### src/verilog/rtcc_pkg.sv
// Shared constants of the calendar counter control block.
// Assumes one 200 MHz system clock and an 8-bit peripheral register port.
package rtcc_pkg;

  ////////////////////////////////////////////////////////////////////////////
  // Register map (byte addresses on the peripheral port)
  localparam int          ADDR_W     = 20;
  localparam logic [19:0] PCE_ADDR   = 20'hf_00f0;
  localparam logic [19:0] CC0_ADDR   = 20'hf_ff9d;
  localparam logic [19:0] CC1_ADDR   = 20'hf_ff9e;
  localparam logic [19:0] HVIEW_ADDR = 20'hf_ff80;

  ////////////////////////////////////////////////////////////////////////////
  // Reset values and masks
  localparam logic [7:0] PCE_RST  = 8'h00;
  localparam logic [7:0] CC0_RST  = 8'h00;
  localparam logic [7:0] CC1_RST  = 8'h00;
  localparam logic [7:0] PCE_MASK = 8'hb4;

  ////////////////////////////////////////////////////////////////////////////
  // Field positions
  localparam int PCE_EN_BIT  = 7;
  localparam int CC0_RUN_BIT = 7;
  localparam int CC0_FMT_BIT = 3;
  localparam int CC0_IVS_LSB = 0;
  localparam int CC1_ALE_BIT = 6;
  localparam int CC1_AIE_BIT = 5;
  localparam int CC1_AFG_BIT = 3;
  localparam int CC1_PFG_BIT = 2;
  localparam int CC1_HST_BIT = 1;
  localparam int CC1_HRQ_BIT = 0;
  localparam int HV_PM_BIT   = 5;

  ////////////////////////////////////////////////////////////////////////////
  // Interval select codes
  localparam logic [2:0] IVS_NONE = 3'h0;
  localparam logic [2:0] IVS_HALF = 3'h1;
  localparam logic [2:0] IVS_SEC  = 3'h2;
  localparam logic [2:0] IVS_MIN  = 3'h3;
  localparam logic [2:0] IVS_HOUR = 3'h4;
  localparam logic [2:0] IVS_DAY  = 3'h5;

  ////////////////////////////////////////////////////////////////////////////
  // Counting constants
  localparam logic [14:0] PRESC_MAX  = 15'h7fff;
  localparam logic [14:0] PRESC_HALF = 15'h3fff;
  localparam logic [5:0]  SEC_MAX    = 6'h3b;
  localparam logic [5:0]  MIN_MAX    = 6'h3b;
  localparam logic [4:0]  HOUR_MAX   = 5'h17;
  localparam logic [4:0]  HOUR_NOON  = 5'h0c;
  localparam logic [4:0]  DAY_FIRST  = 5'h01;
  localparam int          DAY_MAX    = 31;

  ////////////////////////////////////////////////////////////////////////////
  // Timing
  localparam int SYS_CLK_HZ    = 200_000_000;
  localparam int SUB_CLK_HZ    = 32_768;
  localparam int HOLD_WAIT_CYC = SYS_CLK_HZ / SUB_CLK_HZ;

endpackage

### src/verilog/rtcc_ctrl.sv
// Calendar counter control: access enable, run and format control, periodic
// and alarm flags, hold handshake and the shared counter interrupt.
// Assumes a single-cycle register port on the system clock and an alarm
// comparator outside that pulses alarm_hit_i on a match.
//
// Chosen here: strobed register access.
`timescale 1ns/1ps

// Function
// - Access enable low holds the whole counter in reset.
// - Access enable low: control writes ignored, reads give reset values.
// - Access enable gates register access and the counter reset, never the sub clock synchroniser.
// - Run bit stops counting at 0, starts counting at 1.
// - Hour format bit: 0 twelve-hour with pm flag, 1 twenty-four-hour.
// - Interval select picks none, half second, second, minute, hour, day, month.
// - Alarm match enable makes alarm comparison valid only when 1.
// - Alarm interrupt enable lets an alarm match raise the interrupt.
// - Alarm flag set one sub clock after a match, only when enabled.
// - Both flags cleared by writing 0; writing 1 has no effect.
// - Periodic flag set on every selected interval event.
// - Hold status reads 0 when counting, 1 once hold has taken effect.
// - Hold request at 0 keeps the counters counting normally.
// - Reset clears peripheral enable and both control registers to zero.
// - Hold request stops the counters and takes effect within one sub clock.
// - Prescaler overflow during hold counts up after hold is released.
// - Periodic and alarm events share one interrupt, told apart by flags.
module rtcc_ctrl
  import rtcc_pkg::*;
#(
  parameter int HOLD_MAX_CYC = HOLD_WAIT_CYC,
  parameter int DAYS         = DAY_MAX
)
(
  // Clock and reset
  input  wire logic              sys_clk_i,
  input  wire logic              nrst_i,
  // Register port
  input  wire logic [ADDR_W-1:0] addr_i,
  input  wire logic [7:0]        wr_data_i,
  input  wire logic              wr_i,
  input  wire logic              rd_i,
  output logic      [7:0]        rd_data_o,
  // Sub clock pin and alarm comparator
  input  wire logic              sub_clk_i,
  input  wire logic              alarm_hit_i,
  // Shared counter interrupt
  output logic                   clock_event_irq_o
);

  typedef struct packed {
    logic [7:0] pce;
    logic       run;
    logic       fmt24;
    logic [2:0] ivs;
    logic       ale;
    logic       aie;
    logic       afg;
    logic       pfg;
    logic       hst;
    logic       hrq;
    logic       alm_pend;
    logic       irq;
    logic [7:0] rdata;
  } rtcc_ctrl_type;

  rtcc_ctrl_type r;
  rtcc_ctrl_type n;

  logic       sub_tick;
  logic       ev_half;
  logic       ev_sec;
  logic       ev_min;
  logic       ev_hour;
  logic       ev_day;
  logic       ev_mon;
  logic [4:0] hour;
  logic       acc_en;
  logic       per_evt;
  logic       alm_evt;

  ////////////////////////////////////////////////////////////////////////////
  // Helpers

  function automatic logic ivs_event(input logic [2:0] sel, input logic [5:0] ev);
    unique case (sel)
      IVS_NONE: ivs_event = 1'b0;
      IVS_HALF: ivs_event = ev[0] | ev[1];
      IVS_SEC:  ivs_event = ev[1];
      IVS_MIN:  ivs_event = ev[2];
      IVS_HOUR: ivs_event = ev[3];
      IVS_DAY:  ivs_event = ev[4];
      default:  ivs_event = ev[5];
    endcase
  endfunction

  function automatic logic [7:0] hour_view(input logic [4:0] h, input logic f24);
    logic [7:0] v;
    v = {3'h0, h};
    if (!f24)
    begin
      if (h == 5'h00)
        v = {3'h0, HOUR_NOON};
      else if (h > HOUR_NOON)
        v = {3'h1, h - HOUR_NOON};
      else if (h == HOUR_NOON)
        v = {3'h1, HOUR_NOON};
    end
    hour_view = v;
  endfunction

  ////////////////////////////////////////////////////////////////////////////
  // Sub clock and time base

  rtcc_sub_sync u_sync (
    .sys_clk_i (sys_clk_i),
    .nrst_i    (nrst_i),
    .sub_clk_i (sub_clk_i),
    .tick_o    (sub_tick)
  );

  assign acc_en = r.pce[PCE_EN_BIT];

  // Counter in reset while access is off
  rtcc_time_base #(
    .DAYS (DAYS)
  ) u_tb (
    .sys_clk_i (sys_clk_i),
    .nrst_i    (nrst_i),
    .clr_i     (~acc_en),
    .tick_i    (sub_tick),
    .run_i     (r.run),
    .hold_i    (r.hst),
    .ev_half_o (ev_half),
    .ev_sec_o  (ev_sec),
    .ev_min_o  (ev_min),
    .ev_hour_o (ev_hour),
    .ev_day_o  (ev_day),
    .ev_mon_o  (ev_mon),
    .hour_o    (hour)
  );

  assign per_evt = acc_en & ivs_event(r.ivs, {ev_mon, ev_day, ev_hour, ev_min, ev_sec, ev_half});
  assign alm_evt = acc_en & r.ale & r.alm_pend & sub_tick;

  ////////////////////////////////////////////////////////////////////////////
  // Register and flag logic

  always_comb
  begin
    n       = r;
    n.irq   = 1'b0;
    n.rdata = 8'h00;
    if (wr_i && addr_i == PCE_ADDR)
      n.pce = wr_data_i & PCE_MASK;
    if (!acc_en)
    begin
      n.run      = CC0_RST[CC0_RUN_BIT];
      n.fmt24    = CC0_RST[CC0_FMT_BIT];
      n.ivs      = CC0_RST[CC0_IVS_LSB +: 3];
      n.ale      = CC1_RST[CC1_ALE_BIT];
      n.aie      = CC1_RST[CC1_AIE_BIT];
      n.afg      = CC1_RST[CC1_AFG_BIT];
      n.pfg      = CC1_RST[CC1_PFG_BIT];
      n.hst      = CC1_RST[CC1_HST_BIT];
      n.hrq      = CC1_RST[CC1_HRQ_BIT];
      n.alm_pend = 1'b0;
    end
    else
    begin
      if (wr_i && addr_i == CC0_ADDR)
      begin
        n.run   = wr_data_i[CC0_RUN_BIT];
        n.fmt24 = wr_data_i[CC0_FMT_BIT];
        n.ivs   = wr_data_i[CC0_IVS_LSB +: 3];
      end
      if (wr_i && addr_i == CC1_ADDR)
      begin
        n.ale = wr_data_i[CC1_ALE_BIT];
        n.aie = wr_data_i[CC1_AIE_BIT];
        n.hrq = wr_data_i[CC1_HRQ_BIT];
        // Write 0 clears, write 1 ignored
        if (!wr_data_i[CC1_AFG_BIT])
          n.afg = 1'b0;
        if (!wr_data_i[CC1_PFG_BIT])
          n.pfg = 1'b0;
      end
      if (alarm_hit_i && r.ale)
        n.alm_pend = 1'b1;
      else if (!r.ale || sub_tick)
        n.alm_pend = 1'b0;
      // Flag one sub clock after match; set wins
      if (alm_evt)
        n.afg = 1'b1;
      if (per_evt)
        n.pfg = 1'b1;
      n.irq = per_evt | (alm_evt & r.aie);
      // Hold takes effect on next sub tick
      if (!r.hrq)
        n.hst = 1'b0;
      else if (sub_tick)
        n.hst = 1'b1;
    end
    if (rd_i)
    begin
      unique case (addr_i)
        PCE_ADDR:   n.rdata = r.pce;
        CC0_ADDR:   n.rdata = acc_en ? {r.run, 3'h0, r.fmt24, r.ivs} : CC0_RST;
        CC1_ADDR:   n.rdata = acc_en ? {1'b0, r.ale, r.aie, 1'b0, r.afg, r.pfg, r.hst, r.hrq}
                                     : CC1_RST;
        HVIEW_ADDR: n.rdata = acc_en ? hour_view(hour, r.fmt24) : 8'h00;
        default:    n.rdata = 8'h00;
      endcase
    end
  end

  always_ff @(posedge sys_clk_i or negedge nrst_i)
  begin
    if (!nrst_i)
      r <= '0;
    else
      r <= n;
  end

  assign rd_data_o         = r.rdata;
  assign clock_event_irq_o = r.irq;

  ////////////////////////////////////////////////////////////////////////////
  // Assertions

  int unsigned hold_wait;

  always_ff @(posedge sys_clk_i or negedge nrst_i)
  begin
    if (!nrst_i)
      hold_wait <= 0;
    else if (r.hrq && !r.hst)
      hold_wait <= hold_wait + 1;
    else
      hold_wait <= 0;
  end
endmodule // rtcc_ctrl

### src/verilog/rtcc_sub_sync.sv
// Sub clock pin synchroniser and rising-edge tick generator.
// Assumes the sub clock is far slower than the system clock.
`timescale 1ns/1ps

module rtcc_sub_sync
  import rtcc_pkg::*;
(
  // Clock and reset
  input  wire logic sys_clk_i,
  input  wire logic nrst_i,
  // Sub clock pin
  input  wire logic sub_clk_i,
  // One-cycle tick per sub clock period
  output logic      tick_o
);

  typedef struct packed {
    logic ff1;
    logic ff2;
    logic ff3;
    logic lvl;
    logic tick;
  } rtcc_sync_type;

  rtcc_sync_type r;
  rtcc_sync_type n;

  always_comb
  begin
    n      = r;
    n.ff1  = sub_clk_i;
    n.ff2  = r.ff1;
    n.ff3  = r.ff2;
    n.tick = 1'b0;
    // Level accepted once second and third stage agree
    if (r.ff2 == r.ff3)
    begin
      n.lvl  = r.ff3;
      n.tick = r.ff3 & ~r.lvl;
    end
  end

  always_ff @(posedge sys_clk_i or negedge nrst_i)
  begin
    if (!nrst_i)
      r <= '0;
    else
      r <= n;
  end

  assign tick_o = r.tick;

endmodule // rtcc_sub_sync

### src/verilog/rtcc_time_base.sv
// Sub-second prescaler and seconds-to-day time base producing count-up events.
// Assumes tick_i is a one-cycle pulse per sub clock period.
`timescale 1ns/1ps

module rtcc_time_base
  import rtcc_pkg::*;
#(
  parameter int DAYS = DAY_MAX
)
(
  // Clock and reset
  input  wire logic       sys_clk_i,
  input  wire logic       nrst_i,
  // Control
  input  wire logic       clr_i,
  input  wire logic       tick_i,
  input  wire logic       run_i,
  input  wire logic       hold_i,
  // Count-up events
  output logic            ev_half_o,
  output logic            ev_sec_o,
  output logic            ev_min_o,
  output logic            ev_hour_o,
  output logic            ev_day_o,
  output logic            ev_mon_o,
  // Hour count, binary 0..23
  output logic [4:0]      hour_o
);

  typedef struct packed {
    logic [14:0] presc;
    logic        pend;
    logic [5:0]  sec;
    logic [5:0]  min;
    logic [4:0]  hour;
    logic [4:0]  day;
    logic [5:0]  evs;
  } rtcc_tb_type;

  localparam rtcc_tb_type TB_RST = '{presc: '0, pend: 1'b0, sec: '0, min: '0,
                                     hour: '0, day: DAY_FIRST, evs: '0};
  localparam logic [4:0]  DAY_LAST = 5'(DAYS);

  rtcc_tb_type r;
  rtcc_tb_type n;

  always_comb
  begin
    n     = r;
    n.evs = '0;
    if (clr_i)
      n = TB_RST;
    else if (run_i)
    begin
      // Prescaler keeps running during hold
      if (tick_i)
      begin
        n.evs[0] = (r.presc == PRESC_HALF);
        n.presc  = (r.presc == PRESC_MAX) ? '0 : r.presc + 15'h0001;
        n.pend   = r.pend | (r.presc == PRESC_MAX);
      end
      if (r.pend && !hold_i)
      begin
        n.pend   = 1'b0;
        n.evs[1] = 1'b1;
        n.sec    = (r.sec == SEC_MAX) ? '0 : r.sec + 6'h01;
        if (r.sec == SEC_MAX)
        begin
          n.evs[2] = 1'b1;
          n.min    = (r.min == MIN_MAX) ? '0 : r.min + 6'h01;
          if (r.min == MIN_MAX)
          begin
            n.evs[3] = 1'b1;
            n.hour   = (r.hour == HOUR_MAX) ? '0 : r.hour + 5'h01;
            if (r.hour == HOUR_MAX)
            begin
              n.evs[4] = 1'b1;
              n.evs[5] = (r.day == DAY_LAST);
              n.day    = (r.day == DAY_LAST) ? DAY_FIRST : r.day + 5'h01;
            end
          end
        end
      end
    end
  end

  always_ff @(posedge sys_clk_i or negedge nrst_i)
  begin
    if (!nrst_i)
      r <= TB_RST;
    else
      r <= n;
  end

  assign ev_half_o = r.evs[0];
  assign ev_sec_o  = r.evs[1];
  assign ev_min_o  = r.evs[2];
  assign ev_hour_o = r.evs[3];
  assign ev_day_o  = r.evs[4];
  assign ev_mon_o  = r.evs[5];
  assign hour_o    = r.hour;

endmodule // rtcc_time_base

### config.mk
export PLATFORM = sky130hd
export DESIGN_NAME = rtcc_ctrl
export DESIGN_NICKNAME = d
export VERILOG_FILES = /design/src/verilog/rtcc_pkg.sv /design/src/verilog/rtcc_ctrl.sv /design/src/verilog/rtcc_sub_sync.sv /design/src/verilog/rtcc_time_base.sv
export SDC_FILE = /design/constraint.sdc
export NUM_CORES = 1
export LEC_CHECK = 0
export BUFFER_PORTS_ARGS = -buffer_cell sky130_fd_sc_hd__buf_2
export CORE_UTILIZATION = 63
export DETAILED_ROUTE_END_ITERATION = 7
export GPL_TIMING_DRIVEN = 0
export PLACE_DENSITY = 0.85
export SLEW_MARGIN = 5
export SYNTH_ARGS = -nofsm -noshare
export SYNTH_HDL_FRONTEND = slang
export SYNTH_HIERARCHICAL = 1
export SYNTH_SLANG_ARGS = --single-unit
### constraint.sdc
create_clock -name sys_clk_i -period 4.2 [get_ports sys_clk_i]
set_clock_uncertainty 0.15 [all_clocks]
set_input_delay 0 -clock sys_clk_i [delete_from_list [all_inputs] [get_ports sys_clk_i]]
set_output_delay 0 -clock sys_clk_i [all_outputs]
set_load 0.005 [all_outputs]
# After elaboration in Yosys (flattened, before gate mapping)
# Cells that the tools add are included.
word_totals:
  word_cells: 129
  inputBits: 34
  reg_bits: 74
  output_inout_bits: 9
classes:
  eq_ne: 32
  n_bitwise: 10
  n_lt_le_gt_ge: 1
  n_mux: 37
  n_reduce_logical: 18
  n_addsub: 6
ops:
  columns: ["cell", "count"]
  rows:
  - ["44-bit two-way mux", 2]
  - ["20-bit equality test, second input constant", 4]
  - ["6-bit two-way mux", 6]
  - ["8-bit one-hot mux with 4 select lines", 1]
  - ["28-bit two-way mux", 1]
  - ["8-bit two-way mux", 3]
  - ["20-bit two-way mux", 1]
  - ["16-bit two-way mux", 1]
  - ["15-bit by 1-bit adder with 15-bit output, second input constant", 1]
  - ["15-bit by 14-bit equality test with 1-bit output, second input constant", 1]
  - ["15-bit equality test, second input constant", 1]
  - ["15-bit two-way mux", 1]
  - ["5-bit two-way mux", 3]
  - ["7-bit two-way mux", 2]
  - ["2-bit by 1-bit inequality test with 1-bit output, second input constant", 7]
  - ["13-bit two-way mux", 1]
  - ["6-bit by 1-bit adder with 6-bit output, second input constant", 2]
  - ["6-bit equality test, second input constant", 2]
  - ["1-bit two-way mux", 12]
  - ["12-bit two-way mux", 1]
  - ["3-bit by 1-bit inequality test with 1-bit output, second input constant", 4]
  - ["5-bit by 1-bit adder with 5-bit output, second input constant", 2]
  - ["5-bit equality test, second input constant", 2]
  - ["2-bit AND reduction", 5]
  - ["other kinds (22)", 38]

# Depth between registers and ports, before layout
logic_depth:
  depth_word: 8
  depth_mapped: 7
  mapped_depth_nobuf: 6

# Modules after synthesis
# The synthesis kept the hierarchy.
modules_own_cells:
  columns: ["module", "seq_area_each_um2", "area_per_inst_um2", "cells_per_inst", "instances"]
  rows:
  - ["rtcc_time_base", 1102.3, 2372.3, 256, 1]
  - ["rtcc_ctrl", 625.6, 1481.4, 158, 1]
  - ["rtcc_sub_sync", 125.1, 146.4, 7, 1]

# Worst setup path after synthesis
# OpenSTA, ideal clock, no wires.
synth_timing:
  path_type: "flip-flop to flip-flop"
  from: "reg r (netlist bit acc_en)"
  to: "reg u_tb/r[28] in the netlist's numbering"
  path_stages_with_launch: 7
  setup_slack_ns: 2.109
  required_ns: 3.930
  t_arrival_ns: 1.821
  setup_ns: 0.120
  path_buffers: 1
  period_less_slack_ns: 2.091
  cell_sequence: "dfrtp_1 -> clkbuf_1 -> clkinv_1 -> a21oi_1 -> nor2_1 -> and4_1 -> o211a_1"
synth_between:
  elab_chain_len: 2
  elab_cells_between_ends: 4
  classes_between: "2 x eq/ne; 1 x mux; 1 x reduce/logical"
synth_lines:
  columns: ["element", "line", "source"]
  rows:
  - ["from (decl)", "rtcc_ctrl.sv:66", "rtcc_ctrl_type r;"]
  - ["from (signal assigned)", "rtcc_ctrl.sv:221", "r <= n;"]
  - ["3-bit by 1-bit inequality test with 1-bit output (no line) / 2-bit inequality test (equally long branches)", null, null]
  - ["2-bit AND reduction (no line)", null, null]
  - ["to (signal assigned)", "rtcc_time_base.sv:92", "r <= n;"]
  - ["to (decl)", "rtcc_time_base.sv:44", "rtcc_tb_type r;"]
# Several ways; a longest one is shown, not always the timed one.
# A chain may end at the register's enable or synchronous reset.

# Worst setup path after layout
# Same ends and word-level chain as after synthesis.

==> summary.txt <==
Pwr
  • Worst vdd ir: 240 uV
  • PnR Total Power: 0.00146 W
  • Power Dens Cells: just over 300 nW/um^2
  • Lkg Pwr: 2.21 nW

Drt
  • WL/cell: ~17 um
  • Iteration-0 DRC Markers: 346
  • DR vias: 3652
  • Drt total wl: about 9600 um
  • Post-route DRC: 0
  • Post-route ant nets: 0
  • Drt first pass iters: 6
  • DR vias/cell: 6.37

Yosys
  • Seq cells post-synth: 74
  • Top cells by count, synth: dfrtp_1 (73), nand2_1 (42), nor2_1 (36)
  • Sequential area share after synthesis: between 40% and 50%
  • Synth Area in Adders: between 2 and 3%
  • Synth Flop Type: dfrtp_1
  • XOR/XNOR Fraction of Synth Area: under 10%
  • Post-Syn Area: between 4000 and 5000 um^2
  • Async set-or-reset flop fraction in the synthesized netlist: between 90% and 100%
  • Post-synthesis mux area share: 2.35%
  • Count of different cell masters after synthesis: 65
  • Simple-gate portion of the synthesized area: approximately 27%
  • Synth Area in Compound Gates: roughly 15%
  • Syn nets: 463
  • Syn avg cell area: 9.50 um^2
  • Most frequent cell after synthesis: dfrtp_1
  • Largest area contributor in the netlist: dfrtp_1
  • Post-synth EDFFs: 0
  • Gate Count Post-Synth: between 400 and 500
  • Area contributors post-synth: dfrtp_1 (46%), nand2_1 (3.9%), a21oi_1 (3.5%)
  • Main combinational cell family by area after synthesis: simple AND/OR/NAND/NOR gates
  • YS warnings: 6
  • Top cell type's share of synthesized area: between 40 and 50%

Global route
  • Initial antenna violation count: 0
  • Gr ovfl total: 0
  • GRT Overall Usage: just over 30%
  • Vias in the first global route: roughly 3500
  • Largest net degree at the start of global routing: 51
  • First-pass GRT wire length: 15400 um

STA
  • Worst hold slack: between 0.03 and 0.04 ns
  • Setup_tns: 0 ns
  • Worst-Margin Slew: about 1.1 ns
  • RSZ-0062 raised after global routing: false
  • Max Freq: about 0.37 GHz
  • Final Setup Violations: 0
  • Final hold vios: 0
  • Slew Limit Fails: 0
  • Tmin final: approximately 2.7 ns
  • Relative slew margins: just under 30%
  • Tcrit/Tclk final: 64.2%

Clock tree
  • CTS Buffer Depth: 2
  • Clock Latency Late Sink: 0.34 ns
  • Clk pin slew, worst setup/hold paths: 0.08 ns
  • Root Buffer: clkbuf_8
  • Num CTS Buffers: 9
  • CTS tree: built
  • CTS Sinks: 74
  • H-tree levels: 3
  • Cells resized by post-CTS repair: 0

Cells and area
  • Diodes inserted: 0
  • Share of cells above drive strength 1: 17.3%
  • Fill cells: 383
  • Final core occ: around four fifths
  • Footprint of the multi-input gates: around 2000 um^2
  • Reg area: approximately 1900 um^2
  • P&R area growth vs syn: 19.1%
  • Final nets: approximately 540
  • Fin cells: approximately 570

Floorplan
  • Die Y: between 80 and 90 um
  • Die extent in x: between 80 and 90 um
  • Ports: 43
  • Die area: 6670 um^2
  • Starting density of the core: 66.4%
  • Core ar.: between 6000 and 7000 um^2
  • Row count: 28

Place
  • HPWL Detailed: about 6500 um
  • Final GP Congestion: between 0.9 and 1
  • Port bufs: 42
  • Inst Count DP: approximately 540

Worst setup path
  • Worst setup SP type: flip-flop
  • Critical Path AT: approximately 2.8 ns
  • WS Path Type: reg2reg
  • CP Capture Type: flip-flop
  • Worst-path maximum fanout: 13
  • Worst path required time: roughly 4.3 ns

Outcome
  • Status: finished clean

Flow run
  • Max Cap Viol: 0

Min path
  • HP Class: in2async
[layout make-up]
class | count | share of cell area (%)
Multi-Input combinational cell | 308 | 40.9
Buffer | 24 | 3.02
Sequential cell | 74 | 38.9
Inverter | 15 | 1.18
Clock buffer | 11 | 3.18
Clock inverter | 5 | 2.10
Tap cell | 75 | 1.97
Timing Repair Buffer | 61 | 8.82
[cell usage in the layout (no fill, tap or decap), drive strengths merged, types with 8 or more instances in the layout]
cell type,n
buf,59
nand3,28
nor4,8
dfrtp,73
dlygate4sd3,18
inv,14
clkbuf,19
nor3,11
ha,8
a21oi,28
o21ai,21
nor2,36
nand4,14
nand2,42
[sequential cells by signal, summed over array words and instances (netlist names), 2 cells and up]
| name | count |
|---|---|
| u_sync/r | 2 |
| u_tb/hour_o | 5 |
| u_tb/r | 33 |
| r | 15 |
| rd_data_o | 8 |
| u_sync/n | 2 |
[timing repair]
action / in CTS / in global routing
hold endpoints to repair: 98 / 0
hold buffers: 18 / 0
buffers inserted: 0 / 0
endpoints found under the setup margin: 0 / 0
[worst paths after layout]
path / startpoint / end / slack, ns / cells past startpoint
setup / recovery: acc_en / u_tb/r[28] / 1.50 / 6
hold / removal: nrst_i / u_tb/r[6] / 0.03 / 2
setup reg to reg: acc_en / u_tb/r[28] / 1.50 / 6
hold reg to reg: u_sync/n[3] / u_sync/n[2] / 0.21 / 0
max in group asynchronous: nrst_i / u_sync/n[3] / 2.41 / 3
min in group sys_clk_i: addr_i[10] / rd_data_o[0] / 0.03 / 5
[where the power goes]
part,total (W),switching (W),internal [W]
combinational,0.0000623,0.0000336,0.0000287
sequential,0.000718,0.00000250,0.000715
clock,0.000678,0.000253,0.000425
[cell families (layout without fill, tap and decap cells)]
family / count (synthesis) / after routing
flops: 74 / 74
fa+ha+maj: 9 / 9
compound gates: 94 / 94
xor+xnor: 7 / 7
buf+inv: 39 / 116
simple gates: 189 / 189
mux: 9 / 9
[stage by stage]
| step | instance area, um^2 | setup WS [ns] |
|---|---|---|
| 2_1_floorplan | 4000 | 2.11 |
| 3_3_place_gp | 4300 | 1.65 |
| 3_5_place_dp | 4330 | 1.57 |
| 4_1_cts | 4770 | 1.57 |
| 5_1_grt | 4770 | 1.29 |
| 6_report | 4770 | 1.50 |
[critical path: stages, from the launching register on]
cell and delay, ns:
dfrtp_1 0.39, clkbuf_1 0.37, clkinv_1 0.45, a21oi_1 0.62, nor2_1 0.14, and4_1 0.26
o211a_1 0.21
[per-layer routing]
| layer | up-vias | wire, um | share of wire [%] | global-route usage [%] |
|---|---|---|---|---|
| li1 | 1711 | - | - | - |
| met1 | 1752 | 3880 | 41 | 36.7 |
| met2 | 168 | 4780 | 50 | 52.3 |
| met3 | 21 | 669 | 7.0 | 6.33 |
| met4 | 0 | 231 | 2.4 | 16.7 |
| met5 | - | 0 | 0 | 0 |
Power figures use the tool's default switching activity.
